`src/bpu_pkg.sv`:
```
// Shared constants and types for the bit processor and branch unit
package bpu_pkg;

    // ****************************************
    // Timing
    // ****************************************
    localparam int MC_CLKS = 12;                   // Core clocks per machine cycle
    localparam logic [3:0] MC_LAST = 4'(MC_CLKS - 1);
    localparam logic [5:0] CNT_W1 = 6'h0C;         // Clocks in one machine cycle
    localparam logic [5:0] CNT_W2 = 6'h18;         // Clocks in two machine cycles

    // ****************************************
    // Bit space and address fields
    // ****************************************
    localparam int BIT_SPACE_MSB = 7;              // Set selects register space
    localparam logic [7:0] RAM_BIT_BASE = 8'h20;   // First byte of bit RAM
    localparam int OPC_PAGE_LSB = 5;               // Page bits sit in opcode [7:5]
    localparam int PAGE_W = 11;                    // Bits replaced by a page jump

    // Operations as handed over by the fetch path
    typedef enum logic [4:0] {
        and_c_bit, and_c_nbit, or_c_bit, or_c_nbit,
        copy_c_bit, copy_bit_c, clear_c, clear_bit,
        set_c, set_bit, cpl_c, cpl_bit,
        branch_carry_one, branch_carry_zero, branch_bit_one,
        branch_bit_zero, branch_bit_and_clear,
        short_relative_jump, long_absolute_jump, page_absolute_jump,
        generic_jump_ind, long_subroutine_call, page_subroutine_call,
        subroutine_exit, interrupt_exit, no_operation,
        branch_acc_zero, branch_acc_nonzero,
        decrement_branch_nonzero, compare_branch_unequal
    } op_e;

    // Target selection for the program counter calculator
    typedef enum logic [2:0] {tgt_rel, tgt_page, tgt_long, tgt_ind, tgt_ret} tgt_e;

    // One instruction from the fetch path
    typedef struct packed {
        op_e op;
        logic [7:0] opc;        // Opcode byte
        logic [7:0] b1;         // Second byte
        logic [7:0] b2;         // Third byte
        logic [15:0] next_pc;   // Address of byte after the instruction
        logic decrement_branch_nonzero_dir;         // Decrement form with direct byte
    } instr_s;

    // Core context sampled at execution
    typedef struct packed {
        logic [7:0] acc;
        logic [15:0] data_pointer;
        logic carry;
        logic [7:0] opnd_a;     // First operand byte
        logic [7:0] opnd_b;     // Second operand byte
        logic [15:0] ret_addr;  // Address popped from the stack
        logic irq_active;       // Interrupt in progress
    } ctx_s;

    // Bit space access
    typedef struct packed {
        logic [7:0] byte_addr;
        logic [2:0] idx;
        logic special_function_register_space;
        logic wr;
        logic wdata;
    } bit_s;

    // Execution results, valid with done
    typedef struct packed {
        logic pc_load;
        logic [15:0] pc;
        logic carry_wr;
        logic carry;
        logic byte_wr;
        logic [7:0] byte_val;
        logic push;
        logic [15:0] push_addr;
        logic irq_done;
    } res_s;

endpackage

```
`src/bit_branch_unit.sv`:
```
// Bit processor and program flow execution unit
module bit_branch_unit (
    // Clock, reset, enable
    input wire logic core_clk_i,
    input wire logic reset_n_i,
    input wire logic clk_en_i,
    // Instruction from fetch path
    input wire logic start_i,
    input wire bpu_pkg::instr_s instr_i,
    output logic ready_o,
    output logic [1:0] instr_len_o,
    // Context and bit read data
    input wire bpu_pkg::ctx_s ctx_i,
    input wire logic bit_rd_i,
    // Bit space access
    output bpu_pkg::bit_s bit_o,
    // Results
    output logic done_o,
    output bpu_pkg::res_s res_o
);

    // ****************************************
    // Reset release
    // ****************************************
    logic [1:0] rst_sync_r;
    wire logic rst_n = rst_sync_r[1];

    // Release is delayed two clocks; assertion is immediate
    always_ff @(posedge core_clk_i or negedge reset_n_i) begin
        if (!reset_n_i) begin
            rst_sync_r <= 2'b00;
        end else begin
            rst_sync_r <= {rst_sync_r[0], 1'b1};
        end
    end

    // ****************************************
    // Decode functions
    // ****************************************
    // Machine cycles taken by each operation
    function automatic logic two_mc(input bpu_pkg::op_e op);
        unique case (op)
            bpu_pkg::copy_c_bit, bpu_pkg::clear_c, bpu_pkg::clear_bit,
            bpu_pkg::set_c, bpu_pkg::set_bit, bpu_pkg::cpl_c,
            bpu_pkg::cpl_bit, bpu_pkg::no_operation:
                two_mc = 1'b0;
            default: two_mc = 1'b1;
        endcase
    endfunction

    // Whether the operation reads or writes an addressed bit
    function automatic logic uses_bit(input bpu_pkg::op_e op);
        unique case (op)
            bpu_pkg::and_c_bit, bpu_pkg::and_c_nbit, bpu_pkg::or_c_bit,
            bpu_pkg::or_c_nbit, bpu_pkg::copy_c_bit, bpu_pkg::copy_bit_c,
            bpu_pkg::clear_bit, bpu_pkg::set_bit, bpu_pkg::cpl_bit,
            bpu_pkg::branch_bit_one, bpu_pkg::branch_bit_zero,
            bpu_pkg::branch_bit_and_clear:
                uses_bit = 1'b1;
            default: uses_bit = 1'b0;
        endcase
    endfunction

    // Offset byte sits in the third byte for bit and compare branches
    function automatic logic rel_in_b2(input bpu_pkg::instr_s ins);
        unique case (ins.op)
            bpu_pkg::branch_bit_one, bpu_pkg::branch_bit_zero,
            bpu_pkg::branch_bit_and_clear, bpu_pkg::compare_branch_unequal:
                rel_in_b2 = 1'b1;
            bpu_pkg::decrement_branch_nonzero: rel_in_b2 = ins.decrement_branch_nonzero_dir;
            default: rel_in_b2 = 1'b0;
        endcase
    endfunction

    // ****************************************
    // Sequencer state
    // ****************************************
    typedef enum logic {st_idle, st_exec} state_e;
    state_e state_r;
    bpu_pkg::instr_s ins_r;     // Latched instruction
    logic [3:0] clk_cnt_r;      // Clock within machine cycle
    logic mc_idx_r;             // Machine cycle index
    logic done_r;
    bpu_pkg::res_s res_r;
    logic bit_wr_r;
    logic bit_wdata_r;

    // Last clock of the last machine cycle
    wire logic last_clk = (state_r == st_exec) && (clk_cnt_r == bpu_pkg::MC_LAST)
        && (mc_idx_r == two_mc(ins_r.op));
    wire logic take = (state_r == st_idle) && start_i;

    assign ready_o = (state_r == st_idle);

    // Instruction length of the presented instruction
    assign instr_len_o =
        (instr_i.op == bpu_pkg::long_absolute_jump) ? 2'd3 :
        (instr_i.op == bpu_pkg::long_subroutine_call) ? 2'd3 :
        (instr_i.op == bpu_pkg::short_relative_jump) ? 2'd2 :
        (instr_i.op == bpu_pkg::page_absolute_jump) ? 2'd2 :
        (instr_i.op == bpu_pkg::page_subroutine_call) ? 2'd2 :
        rel_in_b2(instr_i) ? 2'd3 :
        (uses_bit(instr_i.op) || instr_i.op == bpu_pkg::branch_carry_one
         || instr_i.op == bpu_pkg::branch_carry_zero
         || instr_i.op == bpu_pkg::branch_acc_zero
         || instr_i.op == bpu_pkg::branch_acc_nonzero
         || instr_i.op == bpu_pkg::decrement_branch_nonzero) ? 2'd2 : 2'd1;

    // ****************************************
    // Bit space mapping
    // ****************************************
    wire logic [7:0] baddr = ins_r.b1;
    wire logic in_sfr = baddr[bpu_pkg::BIT_SPACE_MSB];
    // RAM bits fill sixteen bytes, eight per byte
    wire logic [7:0] ram_byte = 8'(bpu_pkg::RAM_BIT_BASE + {4'h0, baddr[6:3]});
    // Register bits live in bytes whose low three address bits are zero
    wire logic [7:0] sfr_byte = {baddr[7:3], 3'b000};

    assign bit_o.byte_addr = in_sfr ? sfr_byte : ram_byte;
    assign bit_o.idx = baddr[2:0];
    assign bit_o.special_function_register_space = in_sfr;
    assign bit_o.wr = bit_wr_r;
    assign bit_o.wdata = bit_wdata_r;

    // ****************************************
    // Execution decisions
    // ****************************************
    wire bpu_pkg::op_e op = ins_r.op;
    wire logic cy = ctx_i.carry;
    wire logic [7:0] dec_val = 8'(ctx_i.opnd_a - 8'h01);
    wire logic cmp_less = ctx_i.opnd_a < ctx_i.opnd_b;
    wire logic cmp_ne = ctx_i.opnd_a != ctx_i.opnd_b;
    wire logic acc_zero = ctx_i.acc == 8'h00;

    // Branch condition for conditional operations
    wire logic cond =
        (op == bpu_pkg::branch_carry_one) ? cy :
        (op == bpu_pkg::branch_carry_zero) ? !cy :
        (op == bpu_pkg::branch_bit_one) ? bit_rd_i :
        (op == bpu_pkg::branch_bit_zero) ? !bit_rd_i :
        (op == bpu_pkg::branch_bit_and_clear) ? bit_rd_i :
        (op == bpu_pkg::branch_acc_zero) ? acc_zero :
        (op == bpu_pkg::branch_acc_nonzero) ? !acc_zero :
        (op == bpu_pkg::decrement_branch_nonzero) ? (dec_val != 8'h00) :
        (op == bpu_pkg::compare_branch_unequal) ? cmp_ne : 1'b0;

    // Unconditional flow changes
    wire logic is_call = (op == bpu_pkg::long_subroutine_call)
        || (op == bpu_pkg::page_subroutine_call);
    wire logic is_ret = (op == bpu_pkg::subroutine_exit) || (op == bpu_pkg::interrupt_exit);
    wire logic uncond = is_call || is_ret || (op == bpu_pkg::short_relative_jump)
        || (op == bpu_pkg::long_absolute_jump) || (op == bpu_pkg::page_absolute_jump)
        || (op == bpu_pkg::generic_jump_ind);

    // Target selection
    wire bpu_pkg::tgt_e tsel =
        (op == bpu_pkg::long_absolute_jump || op == bpu_pkg::long_subroutine_call)
            ? bpu_pkg::tgt_long :
        (op == bpu_pkg::page_absolute_jump || op == bpu_pkg::page_subroutine_call)
            ? bpu_pkg::tgt_page :
        (op == bpu_pkg::generic_jump_ind) ? bpu_pkg::tgt_ind :
        is_ret ? bpu_pkg::tgt_ret : bpu_pkg::tgt_rel;
    wire logic [7:0] rel_byte = rel_in_b2(ins_r) ? ins_r.b2 : ins_r.b1;
    logic [15:0] target;

    pc_target_calc u_target (
        .sel_i(tsel),
        .next_pc_i(ins_r.next_pc),
        .rel_i(rel_byte),
        .opc_i(ins_r.opc),
        .lo_i(ins_r.b1),
        .hi_i(ins_r.b2),
        .acc_i(ctx_i.acc),
        .data_pointer_i(ctx_i.data_pointer),
        .ret_i(ctx_i.ret_addr),
        .target_o(target)
    );

    // Carry update; no exclusive-OR form exists on single bits
    wire logic cy_wr = (op == bpu_pkg::and_c_bit) || (op == bpu_pkg::and_c_nbit)
        || (op == bpu_pkg::or_c_bit) || (op == bpu_pkg::or_c_nbit)
        || (op == bpu_pkg::copy_c_bit) || (op == bpu_pkg::clear_c)
        || (op == bpu_pkg::set_c) || (op == bpu_pkg::cpl_c)
        || (op == bpu_pkg::compare_branch_unequal);
    wire logic cy_val =
        (op == bpu_pkg::and_c_bit) ? (cy & bit_rd_i) :
        (op == bpu_pkg::and_c_nbit) ? (cy & !bit_rd_i) :
        (op == bpu_pkg::or_c_bit) ? (cy | bit_rd_i) :
        (op == bpu_pkg::or_c_nbit) ? (cy | !bit_rd_i) :
        (op == bpu_pkg::copy_c_bit) ? bit_rd_i :
        (op == bpu_pkg::set_c) ? 1'b1 :
        (op == bpu_pkg::cpl_c) ? !cy :
        (op == bpu_pkg::compare_branch_unequal) ? cmp_less : 1'b0;

    // Addressed bit update
    wire logic bw = (op == bpu_pkg::copy_bit_c) || (op == bpu_pkg::clear_bit)
        || (op == bpu_pkg::set_bit) || (op == bpu_pkg::cpl_bit)
        || ((op == bpu_pkg::branch_bit_and_clear) && bit_rd_i);
    wire logic bw_val =
        (op == bpu_pkg::copy_bit_c) ? cy :
        (op == bpu_pkg::set_bit) ? 1'b1 :
        (op == bpu_pkg::cpl_bit) ? !bit_rd_i : 1'b0;

    // ****************************************
    // Sequencer
    // ****************************************
    // Counts twelve clocks per machine cycle, then reports
    always_ff @(posedge core_clk_i or negedge rst_n) begin
        if (!rst_n) begin
            state_r <= st_idle;
            clk_cnt_r <= 4'h0;
            mc_idx_r <= 1'b0;
            ins_r <= '0;
        end else if (clk_en_i) begin
            if (take) begin
                state_r <= st_exec;
                ins_r <= instr_i;
                clk_cnt_r <= 4'h0;
                mc_idx_r <= 1'b0;
            end else if (last_clk) begin
                state_r <= st_idle;
            end else if (state_r == st_exec) begin
                // Wrap the clock count at the end of the first of two machine cycles
                if (clk_cnt_r == bpu_pkg::MC_LAST) begin
                    clk_cnt_r <= 4'h0;
                    mc_idx_r <= 1'b1;
                end else begin
                    clk_cnt_r <= 4'(clk_cnt_r + 4'h1);
                end
            end
        end
    end

    // ****************************************
    // Result registers
    // ****************************************
    // Strobes last one clock; values are sampled at the final clock
    always_ff @(posedge core_clk_i or negedge rst_n) begin
        if (!rst_n) begin
            done_r <= 1'b0;
            res_r <= '0;
            bit_wr_r <= 1'b0;
            bit_wdata_r <= 1'b0;
        end else if (clk_en_i) begin
            done_r <= last_clk;
            bit_wr_r <= last_clk && bw;
            bit_wdata_r <= bw_val;
            res_r <= '0;
            if (last_clk) begin
                res_r.pc_load <= uncond || cond;
                res_r.pc <= target;
                res_r.carry_wr <= cy_wr;
                res_r.carry <= cy_val;
                res_r.byte_wr <= (op == bpu_pkg::decrement_branch_nonzero);
                res_r.byte_val <= dec_val;
                res_r.push <= is_call;
                res_r.push_addr <= ins_r.next_pc;
                res_r.irq_done <= (op == bpu_pkg::interrupt_exit)
                    && ctx_i.irq_active;
            end
        end
    end

    assign done_o = done_r;
    assign res_o = res_r;

    // ****************************************
    // Checks
    // ****************************************
    // Enabled clocks since the taking edge; zero at that edge so the
    // count seen with done equals the clocks the instruction spent
    logic [5:0] run_cnt_r;
    always_ff @(posedge core_clk_i or negedge rst_n) begin
        if (!rst_n) begin
            run_cnt_r <= 6'h00;
        end else if (clk_en_i) begin
            run_cnt_r <= take ? 6'h00 : 6'(run_cnt_r + 6'h01);
        end
    end

    a_cycle_count: assert property (
        @(posedge core_clk_i) disable iff (!rst_n)
        $rose(done_r) |-> run_cnt_r == (two_mc(ins_r.op) ? bpu_pkg::CNT_W2
            : bpu_pkg::CNT_W1))
        else $error("execution length wrong");

    a_bit_map_ram: assert property (
        @(posedge core_clk_i) disable iff (!rst_n)
        !baddr[bpu_pkg::BIT_SPACE_MSB] |-> !bit_o.special_function_register_space
            && bit_o.byte_addr == 8'(bpu_pkg::RAM_BIT_BASE + baddr[6:3]))
        else $error("RAM bit mapped wrong");

    a_bit_map_sfr: assert property (
        @(posedge core_clk_i) disable iff (!rst_n)
        baddr[bpu_pkg::BIT_SPACE_MSB] |-> bit_o.special_function_register_space && bit_o.byte_addr[2:0] == 3'b000)
        else $error("register bit mapped wrong");

    a_rel_target: assert property (
        @(posedge core_clk_i) disable iff (!rst_n)
        done_r && res_r.pc_load && ins_r.op == bpu_pkg::short_relative_jump
        |-> res_r.pc == 16'(ins_r.next_pc + {{8{ins_r.b1[7]}}, ins_r.b1}))
        else $error("relative target wrong");

    a_page_high_kept: assert property (
        @(posedge core_clk_i) disable iff (!rst_n)
        done_r && ins_r.op == bpu_pkg::page_absolute_jump
        |-> res_r.pc[15:11] == ins_r.next_pc[15:11] && res_r.pc[7:0] == ins_r.b1)
        else $error("page target wrong");

    a_clear_on_take: assert property (
        @(posedge core_clk_i) disable iff (!rst_n)
        done_r && ins_r.op == bpu_pkg::branch_bit_and_clear
        |-> res_r.pc_load == bit_o.wr && (!bit_o.wr || !bit_o.wdata))
        else $error("test-and-clear wrong");

    a_compare_carry: assert property (
        @(posedge core_clk_i) disable iff (!rst_n)
        done_r && ins_r.op == bpu_pkg::compare_branch_unequal
        |-> res_r.carry_wr && res_r.carry == $past(cmp_less)
            && res_r.pc_load == $past(cmp_ne))
        else $error("compare result wrong");

    a_acc_zero_test: assert property (
        @(posedge core_clk_i) disable iff (!rst_n)
        done_r && ins_r.op == bpu_pkg::branch_acc_zero
        |-> res_r.pc_load == ($past(ctx_i.acc) == 8'h00))
        else $error("zero branch wrong");

    a_plain_return: assert property (
        @(posedge core_clk_i) disable iff (!rst_n)
        done_r && ins_r.op == bpu_pkg::subroutine_exit |-> !res_r.irq_done
            && res_r.pc_load)
        else $error("plain return flagged interrupt");

    a_call_pushes: assert property (
        @(posedge core_clk_i) disable iff (!rst_n)
        done_r && ins_r.op == bpu_pkg::long_subroutine_call
        |-> res_r.push && res_r.push_addr == ins_r.next_pc
            && res_r.pc == {ins_r.b2, ins_r.b1})
        else $error("call push wrong");

endmodule

```
`src/pc_target_calc.sv`:
```
// Program counter target calculator for jumps, calls and returns
module pc_target_calc (
    // Selection and sources
    input wire bpu_pkg::tgt_e sel_i,
    input wire logic [15:0] next_pc_i,
    input wire logic [7:0] rel_i,
    input wire logic [7:0] opc_i,
    input wire logic [7:0] lo_i,
    input wire logic [7:0] hi_i,
    input wire logic [7:0] acc_i,
    input wire logic [15:0] data_pointer_i,
    input wire logic [15:0] ret_i,
    // Result
    output logic [15:0] target_o
);

    // ****************************************
    // Candidate targets
    // ****************************************
    // Sign extension of the offset byte
    wire logic [15:0] rel_ext = {{8{rel_i[7]}}, rel_i};
    // Sums wrap at 16 bits; no overflow is reported
    wire logic [15:0] rel_tgt = 16'(next_pc_i + rel_ext);
    // Upper bits kept, low eleven from opcode and byte
    wire logic [15:0] page_tgt = {next_pc_i[15:bpu_pkg::PAGE_W],
        opc_i[7:bpu_pkg::OPC_PAGE_LSB], lo_i};
    wire logic [15:0] long_tgt = {hi_i, lo_i};
    // Computed continuously; selected only for the indirect jump
    wire logic [15:0] ind_tgt = 16'(data_pointer_i + {8'h00, acc_i});

    // ****************************************
    // Selection
    // ****************************************
    always_comb begin
        unique case (sel_i)
            bpu_pkg::tgt_rel: target_o = rel_tgt;
            bpu_pkg::tgt_page: target_o = page_tgt;
            bpu_pkg::tgt_long: target_o = long_tgt;
            bpu_pkg::tgt_ind: target_o = ind_tgt;
            bpu_pkg::tgt_ret: target_o = ret_i;
            default: target_o = next_pc_i;
        endcase
    end

endmodule

```
`config.mk`:
```
export PLATFORM = sky130hd
export DESIGN_NAME = bit_branch_unit
export DESIGN_NICKNAME = d
export VERILOG_FILES = /design/src/bpu_pkg.sv /design/src/bit_branch_unit.sv /design/src/pc_target_calc.sv
export SDC_FILE = /design/constraint.sdc
export NUM_CORES = 1
export LEC_CHECK = 0
export BUFFER_PORTS_ARGS = -buffer_cell sky130_fd_sc_hd__buf_2
export CORE_ASPECT_RATIO = 1.4
export CORE_MARGIN = 4
export CORE_UTILIZATION = 27
export DETAILED_ROUTE_END_ITERATION = 6
export PLACE_DENSITY_LB_ADDON = 0.25
export SLEW_MARGIN = 5
export SYNTH_ARGS = -nofsm -noshare
export SYNTH_HDL_FRONTEND = slang
export SYNTH_SLANG_ARGS = --single-unit
```
`constraint.sdc`:
```
create_clock -name core_clk_i -period 3.19 [get_ports core_clk_i]
set_input_delay 0.638 -clock core_clk_i [delete_from_list [all_inputs] [get_ports core_clk_i]]
set_output_delay 0.638 -clock core_clk_i [all_outputs]
set_load 0.05 [all_outputs]
```
## Yosys cells after proc, flatten, opt, wreduce, memory -nomap -nowiden

Memory sizes are Yosys's and may differ from the RTL's.
Index checks and enable logic that the tools add are counted.

- Flip-flop bits (word level): 103
- Bits in latches: 0
- Memory bits (writable): 0
- Bits in read-only memories: 64
- Input bits: 109
- Output and inout port bits: 64
- Word-level logic and storage cells: 181
- Memories kept: 2

Memories:

| name | depth | width | read ports | clocked after Yosys merged registers in | wr ports | RTL line | source |
|---|---|---|---|---|---|---|---|
| (no name shown) | 32 | 1 | 1 | 0 | 0 | bit_branch_unit.sv:53 | `unique case (op)` |
| (no name shown) | 32 | 1 | 1 | 0 | 0 | bit_branch_unit.sv:42 | `unique case (op)` |

- Add/sub/neg operators: 5
- $mul: 0
- Div/mod/pow operators: 0
- Order comparisons: 1
- Equality and inequality tests: 50
- Shifts and indexed selects: 0
- Mux-type cells: 47
- Bitwise operators: 5
- Reduce and logical (&&, ||, !) cells: 49

Operator list:

| operator | number |
|---|---|
| 5-bit == test, second input constant | 23 |
| 16-bit one-hot mux with 5 select lines | 1 |
| 5-bit by 4-bit == test with 1-bit output, second input constant | 12 |
| 46-bit two-way mux | 1 |
| 1-bit logical OR | 27 |
| 1-bit two-way mux | 26 |
| 5-bit by 3-bit == test with 1-bit output, second input constant | 4 |
| 16-bit adder | 1 |
| 16-bit by 8-bit adder with 16-bit output | 1 |
| 4-bit two-way mux | 4 |
| 8-bit two-way mux | 2 |
| 2-bit two-way mux | 7 |
| 3-bit two-way mux | 4 |
| 5-bit by 2-bit == test with 1-bit output, second input constant | 2 |
| 8-bit zero test | 1 |
| 8-bit less-than comparator | 1 |
| 8-bit inequality test | 1 |
| 8-bit nonzero test | 1 |
| 4-bit OR reduction | 2 |
| 8-bit by 1-bit subtractor with 8-bit output, second input constant | 1 |
| 6-bit by 4-bit adder with 7-bit output, first input constant | 1 |
| 3-bit by 2-bit == test with 1-bit output, second input constant | 2 |
| 1-bit logical AND | 6 |
| 2-bit nonzero test | 3 |
| 17 further kinds | 23 |

## Logic depth before layout (Yosys ltp)

Gate-level depths: netlist of the first run.

- Depth after elaboration: 13
- Mapped depth: 16
- Depth with buffers taken out: 15

## Cells and area by module

Synthesis of the first run repeated with hierarchy kept, for this count alone.

- Cells, all modules: 817
- Area, all modules: 7389.6 um2

By module, submodules not included:

| module | instances | cells each | area each (um2) | seq. area each (um2) |
|---|---|---|---|---|
| bit_branch_unit | 1 | 478 | 5168.7 | 2577.5 |
| pc_target_calc | 1 | 339 | 2220.9 | 0.0 |

## Worst setup path after synthesis of the first run

No wires, ideal clock.

- Path type: flip-flop to flip-flop
- Start: reg ins_r, in the netlist op[0]
- End: reg res_r, in the netlist res_o[39]
- Setup time: 126 ps
- Data arrival time: 3376 ps
- Data required time: 3064 ps
- Slack: -313 ps
- Cell stages (with the launch flop): 17
- Path buffers: 1
- Clock period less this slack: 3503 ps
- Path through: dfrtp_1 > buf_6 > o211ai_1 > a21oi_1 > a21oi_2 > mux2_1 > ha_1 > inv_1 > fa_1 > nor2b_1 > o21ai_1 > a21oi_1 > or3_1 > a31oi_1 > o21ai_0 > xor2_1 > a311o_1

- Longest elaborated chain between the ends: 9
- Elaborated cells between the ends (all ways): 33
- Classes of those cells: 1 x add/sub; 17 x eq/ne; 8 x mux; 6 x reduce/logical; 1 x memory

RTL lines:

| item | RTL line | source |
|---|---|---|
| start, declared | bit_branch_unit.sv:80 | `bpu_pkg::instr_s ins_r;` |
| start signal, assigned | bit_branch_unit.sv:217 | `ins_r <= instr_i;` |
| parallel branches: the longest is 8 deep, another holds 16-bit adder | - |  |
| 46-bit two-way mux (*) | bit_branch_unit.sv:249 | `if (last_clk) begin` |
| end, declared | bit_branch_unit.sv:84 | `bpu_pkg::res_s res_r;` |

Mark *: on every way between the ends.
A chain may end at the register's enable or synchronous reset.

## Worst setup path after layout of the first run

- Start: reg ins_r, in the netlist op[0]
- End: reg res_r, in the netlist res_o[34]

The elaborated chain is that of the path after synthesis.

==> flow_summary.ini, run 1 <==
[job]
drv_cap = 0

[detailed_routing]
drc = 0
vias = 6093
avgViaCountPerCell = 4.990
wl_per_cell_um = 18.82
first_pass_iters = 7
drtIter0Drc = 302
antenna_left = 0
drt_wl_total_um = 22980

[floorplan]
die-area_um2 = 26630
initial_utilization = 0.2769
die_h_um = 191.5
core_um2 = 23450
ioPinCount = 173
chipWidth_um = 139.1
num_rows = 66

[finish]
finalNonFillerCells = 1221
drive_above_1_share = 0.4042
area_growth_pct = 36.28
nets = 1057
final_cell_mix = buf_2 (167), dfrtp_1 (97), buf_4 (68)
final_cell_area_um2 = 8850
final_common_cell = buf_2
nFillCells = 2401

[grt]
grtUsageTotal = 0.1699
grt_pass1_vias = 6285
grt_pass1_wl_um = 34890
grt_max_degree = 62
antenna_found_initial = 4
overflow = 0

[critical_path]
r2r_slack_ns = -0.14
crit_type = reg2reg
timing.rr.end = res_o[34]$_DFFE_PN0P_
critPathMaxFanout = 5
reg2reg_from = op[0]$_DFFE_PN0P_
rr_worst_depth = 15
cp.arrival_ns = 3.60
critical_path.startpoint_type = register
end_kind = register
required_ns = 3.45
startpoint = op[0]$_DFFE_PN0P_

[timing]
max_freq_mhz = 300.1
fin_tns_setup_ns = -0.8528
finClkSkew_ns = 0.01348
fin_crit_sh = 1.045
worst_slew_pin_slew_ns = 0.8385
rsz0062_at_grt = true
period_minus_slack_ns = 3.332
slew_headroom = 0.4379
setup_viol = 11
worst_slack_ns = -0.1420
hold_violations = 0
slew_viol_final = 0

[logic_synthesis]
yosys_warnings = 0
syn_area_um2 = 6494
netlist_instances = 696
synth_ff_type = dfrtp_1
synth-async-reset-ratio = 1.000
ys_ff_latch = 98
synth_edf_count = 0
yosysSeqAreaShare = 0.3776
synth.distinct_cells = 68
avgSynthCellArea_um2 = 9.330
synth_nets = 845

[placed_design]
dp.cells = 1194
place_hpwl_um = 17670
gp_congestion = 0.8697
dpl_cell_area_um2 = 8120
port_buffers = 167

[clock_network]
path_clk_slew_ns = 0.08
ctsRootBufferMaster = clkbuf_16
cts_sinks = 98
cts.path.max_buffers = 2
clk_latency_ns = 0.37
cts_buffers = 9
tritoncts = done
h-tree-depth = 3

[power]
p_comb_frac = 0.681
p_int_w = 0.005231
switching_share = 0.4507
p_leak_nw = 4.116
total_power_w = 0.009524
p_per_area_nw_per_um2 = 1076
pwr-share-clk = 0.111
ir_drop_mv = 0.4152
seqPwrFrac = 0.208
p_sw_w = 0.004293

[worst_hold_path]
hp-class = in2async

[outcome]
violations = setup timing
status = finished with violations
[power groups by stage]
stage               Clock [W]  Combinational [W]  Sequential, W
floorplan                   0            0.00358        0.00190
global placement            0            0.00541        0.00197
detailed placement          0            0.00542        0.00198
CTS                   0.00110            0.00578        0.00196
global route          0.00113            0.00707        0.00203
finish                0.00106            0.00648        0.00198
[synthesized netlist by cell type (4+ instances only)]
| cell type | count | share of area |
|---|---|---|
| nand3_1 | 37 | 0.029 |
| dfrtp_1 | 98 | 0.38 |
| a221oi_1 | 4 | 0.0054 |
| o21ai_0 | 23 | 0.018 |
| a21o_1 | 10 | 0.012 |
| nor3_1 | 12 | 0.0092 |
| nor2_1 | 36 | 0.021 |
| o21a_1 | 5 | 0.0058 |
| nor2b_1 | 17 | 0.016 |
| xor2_1 | 16 | 0.022 |
| and3_1 | 4 | 0.0039 |
| a211oi_1 | 4 | 0.0046 |
| ha_1 | 38 | 0.073 |
| buf_2 | 8 | 0.0062 |
| inv_1 | 43 | 0.025 |
| a32oi_1 | 4 | 0.0054 |
| nand3b_1 | 4 | 0.0046 |
| a22o_1 | 10 | 0.013 |
| nor4_1 | 5 | 0.0048 |
| nand2_1 | 45 | 0.026 |
| nand4_1 | 5 | 0.0048 |
| o21ai_1 | 38 | 0.029 |
| or3_1 | 5 | 0.0048 |
| mux2_1 | 6 | 0.010 |
| mux2_2 | 42 | 0.073 |
| clkbuf_1 | 22 | 0.013 |
| nand2b_1 | 11 | 0.011 |
| a222oi_1 | 13 | 0.020 |
| a31oi_1 | 6 | 0.0058 |
| o211ai_1 | 5 | 0.0058 |
| buf_1 | 5 | 0.0029 |
| xnor2_1 | 19 | 0.026 |
| a21oi_1 | 34 | 0.026 |
| buf_4 | 7 | 0.0081 |
[worst max-delay path by stage]
stage,endpoint,slack (ns),cells after the start
2_1_floorplan,res_o[39]$_DFFE_PN0P_,-0.17,16
3_3_place_gp,res_o[42]$_DFFE_PN0P_,-0.28,14
3_5_place_dp,res_o[42]$_DFFE_PN0P_,-0.29,14
4_1_cts,res_o[43]$_DFFE_PN0P_,-0.20,16
5_1_grt,res_o[44]$_DFFE_PN0P_,-0.27,15
6_report,res_o[34]$_DFFE_PN0P_,-0.14,15
[layout make-up]
| type | count | area (um^2) | area share |
|---|---|---|---|
| repair buffers | 244 | 1465 | 0.1656 |
| inverters | 45 | 168.9 | 0.01909 |
| clock buffers | 11 | 242.7 | 0.02743 |
| flip-flops and latches | 98 | 2456 | 0.2775 |
| multi-input cells | 510 | 4099 | 0.4632 |
| diodes | 2 | 5.005 | 0.0005655 |
| well taps | 306 | 382.9 | 0.04326 |
| clock inverters | 5 | 30.03 | 0.003393 |
[flip-flops by register name (all words and copies together) (netlist names)]
signal and cells:
ins_r 28, op 5, rst_sync_r 2, mc_idx_r 1
baddr 8, state_r 1, done_o 1, clk_cnt_r 4
bit_wdata_r 1, bit_wr_r 1, res_o 46
[logic make-up after synthesis]
| family | count (synthesis) | synth area share |
|---|---|---|
| DFF | 98 | 0.3776 |
| muxes | 50 | 0.08632 |
| buffers and inverters | 88 | 0.05761 |
| other | 1 | 0.0005775 |
| adders and majority gates | 40 | 0.07938 |
| xor gates and xnor gates | 35 | 0.04721 |
| AOI/OAI and AO/OA | 192 | 0.2033 |
| and+or+nand+nor | 192 | 0.1480 |
[per-stage QoR]
stage               hold slack [ns]  worst slack [ns]    util
finish                      0.05254           -0.1420  0.3773
global route                0.04446           -0.2678  0.3772
CTS                         0.03767           -0.1973  0.3652
detailed placement           0.3364           -0.2922  0.3462
global placement             0.3370           -0.2835  0.3462
floorplan                    0.3312           -0.1727       -
[worst max-delay path, stage by stage (launching register included)]
cell and delay, ns:
dfrtp_1 0.40, or3_4 0.43, a21oi_4 0.15, a21oi_4 0.10
buf_12 0.15, mux2_4 0.33, ha_4 0.23, a21oi_2 0.18
inv_1 0.07, a31oi_2 0.17, buf_4 0.14, xnor2_1 0.05
a222oi_1 0.43, buf_4 0.18, a21oi_1 0.06, a21o_1 0.16
[what timing repair did]
| action | 4_1_cts | 5_1_grt |
|---|---|---|
| hold buffers | 0 | 0 |
| setup endpoints to repair | 13 | 13 |
| cloned | 0 | 0 |
| resized for setup | 27 | 38 |
| endpoints found under the hold margin | 0 | 0 |
| pin swaps | 32 | 27 |
| setup buffers | 5 | 8 |
[per-layer routing]
layer | vias up | part of all wire | global-route usage
met4 | 4 | 0.045 | 0.08358
met3 | 49 | 0.051 | 0.03779
li1 | 2950 | - | -
met2 | 171 | 0.52 | 0.3019
met1 | 2919 | 0.39 | 0.1921
met5 | - | 0.00091 | 0
(Power assumes the default switching activity.)
==> inputs of run 2 (changes only) <==
- clock period: 3.19 -> 3.24 ns (I/O delays scaled with it)
==> run 2 against run 1 <==
Compared with the run above: the run still ends with setup timing left; design area decreased by 0.82%; cell count decreased by 0.57%; sequential power hardly changed; fmax down 0.40%; via count shrank 1.5%; clock-buffer cell count is 1 lower.
==> flow_summary.ini, run 2 (synthesis results as in run 1) <==
[timing]
slew_headroom = 0.4624
rsz0062_at_grt = true
hold_violations = 0
finClkSkew_ns = 0.01376
max_freq_mhz = 298.9
period_minus_slack_ns = 3.346
setup_viol = 7
worst_slew_pin_slew_ns = 0.8064
slew_viol_final = 0
fin_crit_sh = 1.033
worst_slack_ns = -0.1055

[detailed_routing]
drt_wl_total_um = 22590
antenna_left = 0
first_pass_iters = 5
avgViaCountPerCell = 4.943
drc = 0
wl_per_cell_um = 18.61
vias = 6001
drtIter0Drc = 337

[job]
drv_cap = 0

[finish]
post-route-util = 0.3743
regArea_um2 = 2456
drive_above_1_share = 0.3998
final_common_cell = buf_2
nFillCells = 2431
largest_reg_flops = 46
nets = 1052
finalNonFillerCells = 1214
area_growth_pct = 35.16
final_cell_mix = buf_2 (167), dfrtp_1 (97), buf_4 (65)
antenna_cells = 0
multi_input_area_um2 = 4065

[grt]
antenna_found_initial = 1
grt_pass1_vias = 6083
overflow = 0
grt_pass1_wl_um = 34670
grt_max_degree = 59
grtUsageTotal = 0.1690

[critical_path]
rr_worst_depth = 15
end_kind = register
critical_path.startpoint_type = register
crit_type = reg2reg
required_ns = 3.50
cp.arrival_ns = 3.61
critPathMaxFanout = 4

[clock_network]
tritoncts = done
ctsRootBufferMaster = clkbuf_16
cts.path.max_buffers = 2
clk_latency_ns = 0.36
cts_sinks = 98
cts_buffers = 9
h-tree-depth = 3
path_clk_slew_ns = 0.08

[outcome]
status = finished with violations
violations = setup timing

[floorplan]
chipWidth_um = 139.1
die-area_um2 = 26630
initial_utilization = 0.2769
num_rows = 66
die_h_um = 191.5
core_um2 = 23450
ioPinCount = 173

[placed_design]
dp.cells = 1190
place_hpwl_um = 17590
gp_congestion = 0.8515
port_buffers = 167

[power]
ir_drop_mv = 0.3818
p_per_area_nw_per_um2 = 1051
p_leak_nw = 4.120

[worst_hold_path]
hp-class = in2async
-- run 2: cell count changes in the layout (fill, tap and decap cells not counted), moves of 2 or more --
cell,change
a221oi_1,+2
a221oi_2,-2
buf_4,-3
buf_6,-4
clkinv_2,+2
diode_2,-2
ha_1,+3
ha_4,-3
mux2_4,+2
nand2_2,-2
nand2_4,+2
-- run 2: worst max-delay path: stages (launching register included) --
cell and delay, ns:
dfrtp_1 0.40, or3_4 0.41, a21oi_4 0.17, a21oi_4 0.11, buf_12 0.15, mux2_4 0.30, ha_4 0.28, buf_4 0.14
o21ai_2 0.07, a21oi_2 0.20, buf_4 0.15, a21oi_2 0.04, xnor2_1 0.11, a222oi_1 0.41, a21oi_1 0.12, a21o_1 0.17
-- run 2: what timing repair did --
item / CTS / global route
buffers inserted: 7 / 3
hold buffers: 0 / 0
endpoints found under the setup margin: 12 / 13
pin swaps: 28 / 30
resized for setup: 32 / 30
-- run 2: routing by layer --
metal	GRT usage	vias up	wire length [um]
met5	0	-	13
met4	0.06589	2	654
met3	0.03253	34	953
met2	0.2980	135	11650
met1	0.2033	2885	9321
li1	-	2945	-
-- run 2: final timing paths --
check | from | end | slack [ns]
min in group core_clk_i | rst_sync_r[0]$_DFF_PN0_ | rst_sync_r[1]$_DFF_PN0_ | 0.35
min reg2reg | rst_sync_r[0]$_DFF_PN0_ | rst_sync_r[1]$_DFF_PN0_ | 0.35
max reg2reg | op[2]$_DFFE_PN0P_ | res_o[35]$_DFFE_PN0P_ | -0.11
max | op[2]$_DFFE_PN0P_ | res_o[35]$_DFFE_PN0P_ | -0.11
max in group asynchronous | rst_sync_r[1]$_DFF_PN0_ | ins_r[11]$_DFFE_PN0P_ | 2.09
min | reset_n_i | rst_sync_r[1]$_DFF_PN0_ | 0.07
-- run 2: report_power, final --
part,total (W),leakage (nW),switching (W),internal (W)
logic,0.00624,2.71,0.00327,0.00297
registers,0.00195,1.27,0.000412,0.00154
clock network,0.00103,0.138,0.000498,0.000536
total,0.00923,4.12,0.00419,0.00504
-- run 2: layout make-up --
type                       instances  area share
multi-input combinational        510      0.4632
sequential                        98      0.2798
timing repair buffer             239      0.1632
tap                              306     0.04362
clock buffer                      10     0.02723
inverter                          45     0.01924
clock inverter                     6    0.003706
-- run 2: through the flow --
step           worst slack [ns]  area [um^2]  setup TNS (ns)  hold slack (ns)  power (W)
3_3_place_gp            -0.2538         8103          -1.621           0.3373   0.007200
3_5_place_dp            -0.2907         8103          -1.926           0.3371   0.007218
5_1_grt                 -0.2389         8777          -2.067          0.05756   0.009912
4_1_cts                 -0.1502         8601         -0.3917          0.05225   0.008750
2_1_floorplan           -0.1227         6563         -0.1314           0.3312   0.005403
6_report                -0.1055         8777         -0.3405          0.06671   0.009227
